File: config.mk
export PLATFORM = sky130hd
export DESIGN_NAME = hmr_register_map
export DESIGN_NICKNAME = d
export VERILOG_FILES = /design/src/logic/hmr_register_map.v
export VERILOG_INCLUDE_DIRS = /design/src /design/src/logic
export SDC_FILE = /design/constraint.sdc
export NUM_CORES = 1
export LEC_CHECK = 0
export BUFFER_PORTS_ARGS = -buffer_cell sky130_fd_sc_hd__buf_4
export CAP_MARGIN = 15
export CORE_MARGIN = 4
export CORE_UTILIZATION = 38
export DETAILED_ROUTE_END_ITERATION = 6
export SYNTH_ARGS = -nofsm -noshare
export SYNTH_HDL_FRONTEND = slang
export SYNTH_SLANG_ARGS = --single-unit
File: constraint.sdc
create_clock -name clk -period 18.9 [get_ports clk]
set_clock_uncertainty 0.1 [all_clocks]
set_input_delay 1.89 -clock clk [delete_from_list [all_inputs] [get_ports clk]]
set_output_delay 1.89 -clock clk [all_outputs]
set_load 0.05 [all_outputs]
File: src/logic/hmr_defines.vh
`ifndef HMR_DEFINES_VH
`define HMR_DEFINES_VH

// integer measurement bank, protocol addresses
`define HMR_A_RH          16'h0100
`define HMR_A_TEMP        16'h0101
`define HMR_A_DEW         16'h0103
`define HMR_A_DEWFROST    16'h0104
`define HMR_A_DEWFROST_AT 16'h0105
`define HMR_A_DEW_AT      16'h0106
`define HMR_A_ABSHUM      16'h0107
`define HMR_A_MIXRATIO    16'h0108
`define HMR_A_WETBULB     16'h0109
`define HMR_A_VAPCONC     16'h010a
`define HMR_A_VAPPRESS    16'h010b
`define HMR_A_SATPRESS    16'h010c
`define HMR_A_ENTHALPY    16'h010d
`define HMR_A_WATERACT    16'h010e
`define HMR_A_DEWDIFF     16'h010f
`define HMR_A_ABSHUM_NTP  16'h0110
`define HMR_A_OILPPM      16'h0111
`define HMR_A_RELSAT      16'h0114
`define HMR_A_WETBASIS    16'h0115
`define HMR_A_RH_FROST    16'h0116
`define HMR_A_MASSFRAC    16'h0120

// measurement slot count
`define HMR_N_MEAS        21

// configuration bank
`define HMR_A_EXTRA_HEAT  16'h0506
`define HMR_A_PROBE_HEAT  16'h0508
`define HMR_A_TCOMP_LO    16'h0334
`define HMR_A_TCOMP_HI    16'h0335
`define HMR_A_USER_BASE   16'h0a00
`define HMR_USER_WORDS    12
`define HMR_EXTRA_HEAT_RST 1'b0
`define HMR_PROBE_HEAT_RST 1'b0

// 16-bit signed special codes
`define HMR_NA            16'h8000
`define HMR_SAT_HI        16'h7fff
`define HMR_SAT_LO        16'h8001

// register number to protocol address offset
`define HMR_REGNUM_OFS    16'h0001

`endif

File: src/logic/hmr_register_map.v
// Function
// - measurements read-only signed 16-bit, writes refused, with error when no read is requested in the same cycle
// - temperatures in degC times 100
// - vapour pressures in hPa times 10
// - wet-basis concentration in vol-% times 100
// - abs_humidity_ntp_int g/m3 times 100
// - oil moisture ppmw unscaled
// - extra-heat boolean, default off
// - extra heat cycle freezes measurement updates
// - 24-byte user text at 0a00 onward
// - configuration bank writable by master
// - unavailable 8000, saturate 7fff and 8001
// - protocol address is register number minus one
`timescale 1ns/10ps
`include "hmr_defines.vh"

module hmr_register_map #(
    parameter MW = 32
) (
    input  wire        clk,
    input  wire        rst,
    // protocol data unit access, same clock domain
    input  wire        reg_rd,
    input  wire        reg_wr,
    input  wire [15:0] reg_addr,
    input  wire [15:0] reg_wdata,
    output reg  [15:0] reg_rdata_r,
    output reg         reg_ack_r,
    output reg         reg_err_r,
    // measurement engine: 21 slots of MW-bit signed scaled values
    input  wire [`HMR_N_MEAS*MW-1:0] meas_val,
    input  wire [`HMR_N_MEAS-1:0]    meas_ok,
    input  wire        meas_upd,
    input  wire        heat_busy,
    // controls to the probe
    output reg         extra_heat_en_r,
    output reg         probe_heat_en_r,
    output reg         tcomp_valid_r
);

    ////////////////////////////////////////////////////////////////////
    // slot index returned for addresses outside the measurement bank
    localparam [4:0] SLOT_NONE = 5'd31;

    ////////////////////////////////////////////////////////////////////
    // saturate one scaled value into the signed 16-bit code space
    function [15:0] sat16;
        input [MW-1:0] v;
        input          ok;
        begin
            if (!ok)
                sat16 = `HMR_NA;
            else if (!v[MW-1] && (v > {{(MW-15){1'b0}}, 15'h7ffe}))
                sat16 = `HMR_SAT_HI;
            else if (v[MW-1] && (v < {{(MW-15){1'b1}}, 15'h0002}))
                sat16 = `HMR_SAT_LO;
            else
                sat16 = v[15:0];
        end
    endfunction

    // slots derived from measured temperature, blanked under probe heat without supplied temperature
    function temp_dep;
        input integer i;
        begin
            case (i)
                0:       temp_dep = 1'b1;   // relative humidity
                2:       temp_dep = 1'b1;   // dew point
                3:       temp_dep = 1'b1;   // dew or frost point
                4:       temp_dep = 1'b1;   // dew or frost at 1 atm
                5:       temp_dep = 1'b1;   // dew_point_atm_int
                6:       temp_dep = 1'b1;   // absolute humidity
                7:       temp_dep = 1'b1;   // mixing ratio
                8:       temp_dep = 1'b1;   // wet-bulb temperature
                13:      temp_dep = 1'b1;   // water activity
                14:      temp_dep = 1'b1;   // dew point difference
                17:      temp_dep = 1'b1;   // relative saturation
                19:      temp_dep = 1'b1;   // humidity over ice
                default: temp_dep = 1'b0;
            endcase
        end
    endfunction

    // map protocol address to slot index, 31 when none
    function [4:0] slot_of;
        input [15:0] a;
        begin
            case (a)
                `HMR_A_RH:          slot_of = 5'd0;
                `HMR_A_TEMP:        slot_of = 5'd1;
                `HMR_A_DEW:         slot_of = 5'd2;
                `HMR_A_DEWFROST:    slot_of = 5'd3;
                `HMR_A_DEWFROST_AT: slot_of = 5'd4;
                `HMR_A_DEW_AT:      slot_of = 5'd5;
                `HMR_A_ABSHUM:      slot_of = 5'd6;
                `HMR_A_MIXRATIO:    slot_of = 5'd7;
                `HMR_A_WETBULB:     slot_of = 5'd8;
                `HMR_A_VAPCONC:     slot_of = 5'd9;
                `HMR_A_VAPPRESS:    slot_of = 5'd10;
                `HMR_A_SATPRESS:    slot_of = 5'd11;
                `HMR_A_ENTHALPY:    slot_of = 5'd12;
                `HMR_A_WATERACT:    slot_of = 5'd13;
                `HMR_A_DEWDIFF:     slot_of = 5'd14;
                `HMR_A_ABSHUM_NTP:  slot_of = 5'd15;
                `HMR_A_OILPPM:      slot_of = 5'd16;
                `HMR_A_RELSAT:      slot_of = 5'd17;
                `HMR_A_WETBASIS:    slot_of = 5'd18;
                `HMR_A_RH_FROST:    slot_of = 5'd19;
                `HMR_A_MASSFRAC:    slot_of = 5'd20;
                default:            slot_of = SLOT_NONE;
            endcase
        end
    endfunction

    ////////////////////////////////////////////////////////////////////
    reg  [15:0] meas_r   [0:`HMR_N_MEAS-1];
    reg  [15:0] meas_nxt [0:`HMR_N_MEAS-1];
    reg  [15:0] user_r   [0:`HMR_USER_WORDS-1];
    reg  [15:0] tcomp_r  [0:1];
    reg         blank;
    reg  [4:0]  slot;
    reg  [15:0] uidx;
    reg         is_user;
    reg         is_meas;
    reg         is_heat;
    reg         is_probe;
    reg         is_tc_lo;
    reg         is_tc_hi;
    reg         wr_ok;
    reg         rd_ok;
    reg  [15:0] rd_mux;
    integer     i;
    integer     j;
    integer     k;

    ////////////////////////////////////////////////////////////////////
    // decode of current address
    always @* begin
        slot     = slot_of(reg_addr);
        is_meas  = (slot != SLOT_NONE);
        is_heat  = (reg_addr == `HMR_A_EXTRA_HEAT);
        is_probe = (reg_addr == `HMR_A_PROBE_HEAT);
        is_tc_lo = (reg_addr == `HMR_A_TCOMP_LO);
        is_tc_hi = (reg_addr == `HMR_A_TCOMP_HI);
        // wraps below the text base, so the lower bound is kept too
        uidx     = reg_addr - `HMR_A_USER_BASE;
        is_user  = (reg_addr >= `HMR_A_USER_BASE) &&
                   (uidx < `HMR_USER_WORDS);
        // writable set: measurement bank is never part of it
        wr_ok    = is_heat || is_probe || is_tc_lo || is_tc_hi ||
                   is_user;
        rd_ok    = is_meas || wr_ok;
        // temperature outputs need either own or supplied temperature
        blank    = probe_heat_en_r && !tcomp_valid_r;
    end

    ////////////////////////////////////////////////////////////////////
    // read data selection, zero for unmapped addresses
    always @* begin
        rd_mux = 16'h0000;
        if (is_meas)
            rd_mux = meas_r[slot];
        else if (is_heat)
            rd_mux = {15'h0000, extra_heat_en_r};
        else if (is_probe)
            rd_mux = {15'h0000, probe_heat_en_r};
        else if (is_tc_lo)
            rd_mux = tcomp_r[0];
        else if (is_tc_hi)
            rd_mux = tcomp_r[1];
        else if (is_user)
            rd_mux = user_r[uidx[3:0]];
    end

    ////////////////////////////////////////////////////////////////////
    // next snapshot value per slot: blanked, saturated or unavailable
    always @* begin
        for (k = 0; k < `HMR_N_MEAS; k = k + 1) begin
            if (blank && temp_dep(k))
                meas_nxt[k] = `HMR_NA;
            else
                meas_nxt[k] = sat16(meas_val[k*MW +: MW],
                                    meas_ok[k]);
        end
    end

    ////////////////////////////////////////////////////////////////////
    // measurement snapshot, frozen during extra heat cycle
    always @(posedge clk) begin
        if (rst) begin
            for (i = 0; i < `HMR_N_MEAS; i = i + 1)
                meas_r[i] <= `HMR_NA;
        end else if (meas_upd && !heat_busy) begin
            for (i = 0; i < `HMR_N_MEAS; i = i + 1)
                meas_r[i] <= meas_nxt[i];
        end
    end

    ////////////////////////////////////////////////////////////////////
    // extra heat boolean, bit 0 of its word
    always @(posedge clk) begin
        if (rst)
            extra_heat_en_r <= `HMR_EXTRA_HEAT_RST;
        else if (reg_wr && is_heat)
            extra_heat_en_r <= reg_wdata[0];
    end

    ////////////////////////////////////////////////////////////////////
    // probe heating boolean, bit 0 of its word
    always @(posedge clk) begin
        if (rst)
            probe_heat_en_r <= `HMR_PROBE_HEAT_RST;
        else if (reg_wr && is_probe)
            probe_heat_en_r <= reg_wdata[0];
    end

    ////////////////////////////////////////////////////////////////////
    // external temperature words, stored as written
    always @(posedge clk) begin
        if (rst) begin
            tcomp_r[0] <= 16'h0000;
            tcomp_r[1] <= 16'h0000;
        end else if (reg_wr) begin
            if (is_tc_lo)
                tcomp_r[0] <= reg_wdata;
            if (is_tc_hi)
                tcomp_r[1] <= reg_wdata;
        end
    end

    // sticky until reset: set once the master supplies a temperature
    always @(posedge clk) begin
        if (rst)
            tcomp_valid_r <= 1'b0;
        else if (reg_wr && (is_tc_lo || is_tc_hi))
            tcomp_valid_r <= 1'b1;
    end

    ////////////////////////////////////////////////////////////////////
    // user text, 12 words of two bytes each
    always @(posedge clk) begin
        if (rst) begin
            for (j = 0; j < `HMR_USER_WORDS; j = j + 1)
                user_r[j] <= 16'h0000;
        end else if (reg_wr && is_user) begin
            user_r[uidx[3:0]] <= reg_wdata;
        end
    end

    ////////////////////////////////////////////////////////////////////
    // acknowledge: one pulse on the edge after each request
    always @(posedge clk) begin
        if (rst)
            reg_ack_r <= 1'b0;
        else
            reg_ack_r <= reg_rd || reg_wr;
    end

    ////////////////////////////////////////////////////////////////////
    // error flag: unmapped read, or write outside the writable set with no read requested
    always @(posedge clk) begin
        if (rst)
            reg_err_r <= 1'b0;
        else if (reg_rd)
            reg_err_r <= !rd_ok;
        else if (reg_wr)
            reg_err_r <= !wr_ok;
        else
            reg_err_r <= 1'b0;
    end

    ////////////////////////////////////////////////////////////////////
    // read data stands with the acknowledge only, zero otherwise
    always @(posedge clk) begin
        if (rst)
            reg_rdata_r <= 16'h0000;
        else if (reg_rd)
            reg_rdata_r <= rd_mux;
        else
            reg_rdata_r <= 16'h0000;
    end

endmodule

[Word-level counts from Yosys, hierarchy flattened]
Memory sizes are Yosys's and may differ from the RTL's.
Cells that the tools add are included.
Cells by class
  $add $sub $neg: 1
  multiplexer cells: 126
  bitwise gates (word level): 24
  order comparisons: 44
  reduce and logical (&&, ||, !) cells: 83
  eq/ne operators: 26
Operators with widths (number)
  2-to-1 mux 16 bit: 105
  > comparator 32 x 15 -> 1 bit (second input constant): 21
  < comparator 32 bit (second input constant): 21
  equality test 16 x 9 -> 1 bit (second input constant): 21
  one-hot mux 5 bit (21 select lines): 1
  logical AND 1 bit: 49
  equality test 16 x 10 -> 1 bit (second input constant): 2
  equality test 16 x 11 -> 1 bit (second input constant): 2
  zero test 1 bit: 25
  bitwise OR 1 bit: 23
  2-to-1 mux 1 bit: 19
  >= comparator 16 x 12 -> 1 bit (second input constant): 1
  < comparator 16 x 4 -> 1 bit (second input constant): 1
  OR reduction 16 bit: 1
  subtractor 16 x 12 -> 16 bit (second input constant): 1
  logical OR 1 bit: 7
  inequality test 5 bit (second input constant): 1
  2-to-1 mux 4 bit: 1
  OR reduction 2 bit: 1
  inverter 1 bit: 1
Word-level totals
  memories kept: 3
  RAM bits: 560
  register bits: 21
  output and inout port bits: 21
Memory list
  meas_r: words 21, width 16, rd ports 1, clocked after memory_dff 0, wr ports 21, RTL line hmr_register_map.v:116  | reg [15:0] meas_r [0:`HMR_N_MEAS-1];
  user_r: words 12, width 16, rd ports 1, clocked after memory_dff 0, wr ports 12, RTL line hmr_register_map.v:118  | reg [15:0] user_r [0:`HMR_USER_WORDS-1];
  tcomp_r: words 2, width 16, rd ports 2, clocked after memory_dff 0, wr ports 2, RTL line hmr_register_map.v:119  | reg [15:0] tcomp_r [0:1];

[Logic depth before layout (Yosys ltp)]
  depth in word-level cells: 9
  depth in mapped cells: 13

[Least setup slack after synthesis]
Ideal clock, no wire load.
  path type: in2reg
  start point: in rst
  end point: mem meas_r[0][0] (enable)
  buffers on the path: 3
  library setup time: 760 ps
  stages on the path: 4
  data arrival time: 10650 ps
  data required time: 18040 ps
  path slack: 7391 ps
  path through: clkbuf_1 clkbuf_1 clkbuf_1 nand2b_1
RTL lines
  start: declaration: RTL line hmr_register_map.v:21  | input wire rst,
  end: declaration: RTL line hmr_register_map.v:116

[Final worst setup path]
  start point: in reg_addr[0]
  end point: reg reg_rdata_r[8]
Between the ends
  longest elaborated chain between the ends: 9
  elaborated cells on any way between the ends: 39
  classes of those cells: 1 x add/sub; 2 x order compare; 26 x eq/ne; 7 x mux; 1 x reduce/logical; 2 x memory
Ends and longest elaborated chain
  start: declaration: RTL line hmr_register_map.v:25  | input wire [15:0] reg_addr,
  subtractor 16 x 12 -> 16 bit (no line)
  < comparator 16 x 4 -> 1 bit (no line)
  logical AND 1 bit: RTL line hmr_register_map.v:147  | is_user = (reg_addr >= `HMR_A_USER_BASE) &&
  2-to-1 mux 16 bit: RTL line hmr_register_map.v:171  | else if (is_user)
  2-to-1 mux 16 bit: RTL line hmr_register_map.v:169  | else if (is_tc_hi)
  2-to-1 mux 16 bit: RTL line hmr_register_map.v:167  | else if (is_tc_lo)
  2-to-1 mux 16 bit: RTL line hmr_register_map.v:165  | else if (is_probe)
  2-to-1 mux 16 bit: RTL line hmr_register_map.v:163  | else if (is_heat)
  2-to-1 mux 16 bit *: RTL line hmr_register_map.v:161  | if (is_meas)
  end signal: assignment: RTL line hmr_register_map.v:278  | reg_rdata_r <= rd_mux;
  end: declaration: RTL line hmr_register_map.v:27  | output reg [15:0] reg_rdata_r,
Mark *: on every way between the ends. The rest lies on a longest branch, timed or not.
A chain may end at the register's enable or synchronous reset.

==> results.yml <==
outcome:
  status: "finished, final reports clean"
logic_synthesis:
  async_reset_ff_share_pct: 0
  synth_flop_cell: "edfxtp_1"
  synth_cells: 2633
  synth_top_area_share_pct: 56.7
  yosys.area.top_type: "edfxtp_1"
  yosys-top-cells-area: "edfxtp_1 (57%), o21a_1 (7.2%), mux4_2 (4.6%), and2_1 (4.3%), nand4_1 (3.9%)"
  synth_edf_count: 588
  postSynthAreaPerCell_sq_um: 11.8
  synth_seq_area_share_pct: 58.1
  synth_cell_types: 67
  yosys_warnings: 0
  synth_area_sq_um: 31100
  ys_ff_latch: 609
global_route:
  grt_pass1_vias: 26200
  grt_max_degree: 197
  grt_usage_pct: 29.6
  antenna_found_initial: 14
  grt-ovfl-total: 0
  grt_pass1_wl_mm: 186
floorplan:
  io-pin-count: 752
  die_area_sq_um: 86600
  start_util_pct: 38.5
  fp.coreArea_sq_um: 80800
  die_w_um: 294
  num_rows: 104
  dieHeight_um: 294
timing:
  min_period_over_period_pct: 27.4
  fmax_ghz: 0.193
  holdWs_ns: 0.495
  period_minus_slack_ns: 5.17
  setup_violations: 0
  slew_violations: 0
  tightest_slew_ns: 1.24
  hold_viol: 0
  setup_tns_ns: 0
  slew_headroom_pct: 17.2
  rsz0062_at_grt: "false"
critical_path:
  r2r-end: "meas_r[3][15]"
  required_ns: 19.35
  reg2reg_depth: 6
  crit_chain: "buf_4, nand2b_1, a21oi_1, o2111ai_1, a211o_1, buf_4, nor4_1, o21ai_0, a31oi_1, or4_1"
  critPathSlowestCell: "nor4_1"
  worst_setup_path_end_kind: "register"
  crit_top_cell: "buf_4"
  cp.arrival_ns: 5.63
  timing.reg2reg.setup_slack_ns: 15.45
  cp-start-kind: "primary input"
  timing.rr.start: "tcomp_valid_r"
  crit_path_max_fanout: 41
  critPathKind: "primary input to register"
  max_stage_delay_ns: 0.83
power:
  p_switching_w: 0.000784
  internal_power_w: 0.00249
  clkPwrFrac_pct: 40.2
  power.density_nw_per_um2: 81.6
  comb_power_share_pct: 10.7
  power.leakage_nw: 14.8
  power.total_w: 0.00327
  power_frac_seq_pct: 49.1
  swShare_pct: 24.0
  max-vdd-ir-drop_mv: 0.0558
clock_tree:
  cts.sinks: 609
  clock_path_buffers: 3
  post_cts_buffers: 0
  post_cts_resized: 0
  cts_inserted_buffers: 66
  ctsHoldBuffers: 0
  cts_tree: "yes"
  clk_pin_slew_ns: 0.06
  htreeDepth: 3
  cts_root_buf: "clkbuf_16"
  insertion_delay_ns: 0.62
cells_and_area:
  layout_common_cells: "buf_4 (781), edfxtp_1 (588), o21a_1 (299)"
  multi_input_area_sq_um: 12500
  drive_gt1_share_pct: 29.2
  seqCellArea_sq_um: 18100
  final_cell_area_sq_um: 40100
  layout.nets: 4088
  final_common_cell: "buf_4"
  nFillCells: 7307
  syn_to_final_growth_pct: 28.8
placed_design:
  gp_congestion: 0.958
  hpwlAfterDp_mm: 105
  port-buffer-count: 751
  placed_cell_area_sq_um: 37900
detailed_routing:
  finalWirelength_mm: 135
  drtIter0Drc: 2526
  dr_total_vias: 26800
  vias_per_cell: 6.00
  wl_per_cell_um: 30.1
  drc: 0
  first_pass_iters: 5
  postRouteAntennaNets: 0
min_path:
  holdPathEnd: "reg_rdata_r[0]"
  hold_class: "register to register"
  min_path_cells: 2
  min_from: "meas_r[20][0]"
run:
  drv_cap: 0
## synth_stat cells, types with 19 or more instances
master / instances
nand2b_1: 19
clkbuf_1: 110
mux4_2: 64
nor3_1: 32
nand4_1: 195
edfxtp_1: 588
and2_1: 216
nor4_1: 192
nand3_1: 67
o21a_1: 299
nor2_1: 140
buf_2: 32
a31oi_1: 26
mux2i_1: 45
a21boi_0: 22
dfxtp_1: 21
a21oi_1: 32
o21ai_0: 73
and3_1: 19
nand2_1: 249
a221oi_1: 24
## stage by stage
step	setup WS, ns	util [%]	cells
final	13.73	49.6	4474
after global routing	13.53	49.6	4471
after CTS	13.51	49.5	4463
after detailed placement	12.85	46.9	4346
after global placement	12.89	46.9	4346
after floorplan	7.39	-	2660
## layout make-up
type | instances | area share [%]
sequential | 609 | 45.1
multi-input combinational | 1884 | 31.3
timing repair buffer | 784 | 14.8
clock buffer | 82 | 4.48
tap | 1060 | 3.31
clock inverter | 35 | 0.940
inverter | 11 | 0.103
antenna | 9 | 0.0562
## metal layers
layer  up-vias  GRT usage [%]  share of wire (%)
met2      1433           51.1                 50
li1      11800              -                  -
met1     13400           39.0                 40
met3       210           5.19                8.1
met4         6           7.30                2.5
met5         -              0              0.030
## power by group through the flow
| stage | Sequential, W | Clock (W) | Combinational [W] |
|---|---|---|---|
| finish | 0.00161 | 0.00132 | 0.000351 |
| floorplan | 0.00163 | 0 | 0.000124 |
| detailed placement | 0.00163 | 0 | 0.000346 |
| CTS | 0.00160 | 0.00133 | 0.000347 |
| global route | 0.00161 | 0.00139 | 0.000371 |
| global placement | 0.00163 | 0 | 0.000341 |
## registers in the layout, indices dropped and copies added (netlist names)
register / cells
meas_r: 336
user_r: 220
tcomp_r: 32
reg_rdata_r: 16
extra_heat_en_r: 1
probe_heat_en_r: 1
reg_ack_r: 1
reg_err_r: 1
tcomp_valid_r: 1
## worst max-delay path, delay by kind of cell
family	cells	cell delay, ns
buf+inv	2	0.74
compound gates	5	1.51
simple gates	3	1.40
## worst max-delay path by stage
| stage | slack, ns | to | cells past startpoint | start |
|---|---|---|---|---|
| 2_1_floorplan | 7.39 | meas_r[0][0] | 4 | rst |
| 3_3_place_gp | 12.89 | reg_rdata_r[13] | 8 | reg_addr[0] |
| 3_5_place_dp | 12.85 | reg_rdata_r[13] | 8 | reg_addr[0] |
| 4_1_cts | 13.51 | reg_rdata_r[13] | 8 | reg_addr[0] |
| 5_1_grt | 13.53 | reg_rdata_r[8] | 9 | reg_addr[15] |
| 6_report | 13.73 | reg_rdata_r[8] | 10 | reg_addr[0] |
## kinds of logic after synthesis
logic type | share of synthesized area, %
adders and majority gates | 0.0402
DFF | 58.1
other | 0.0120
xor gates and xnor gates | 0.0563
and+or+nand+nor | 20.1
AOI/OAI and AO/OA | 13.1
muxes | 6.40
buffers and inverters | 2.23
No activity file was read; power rests on OpenSTA's default activity.
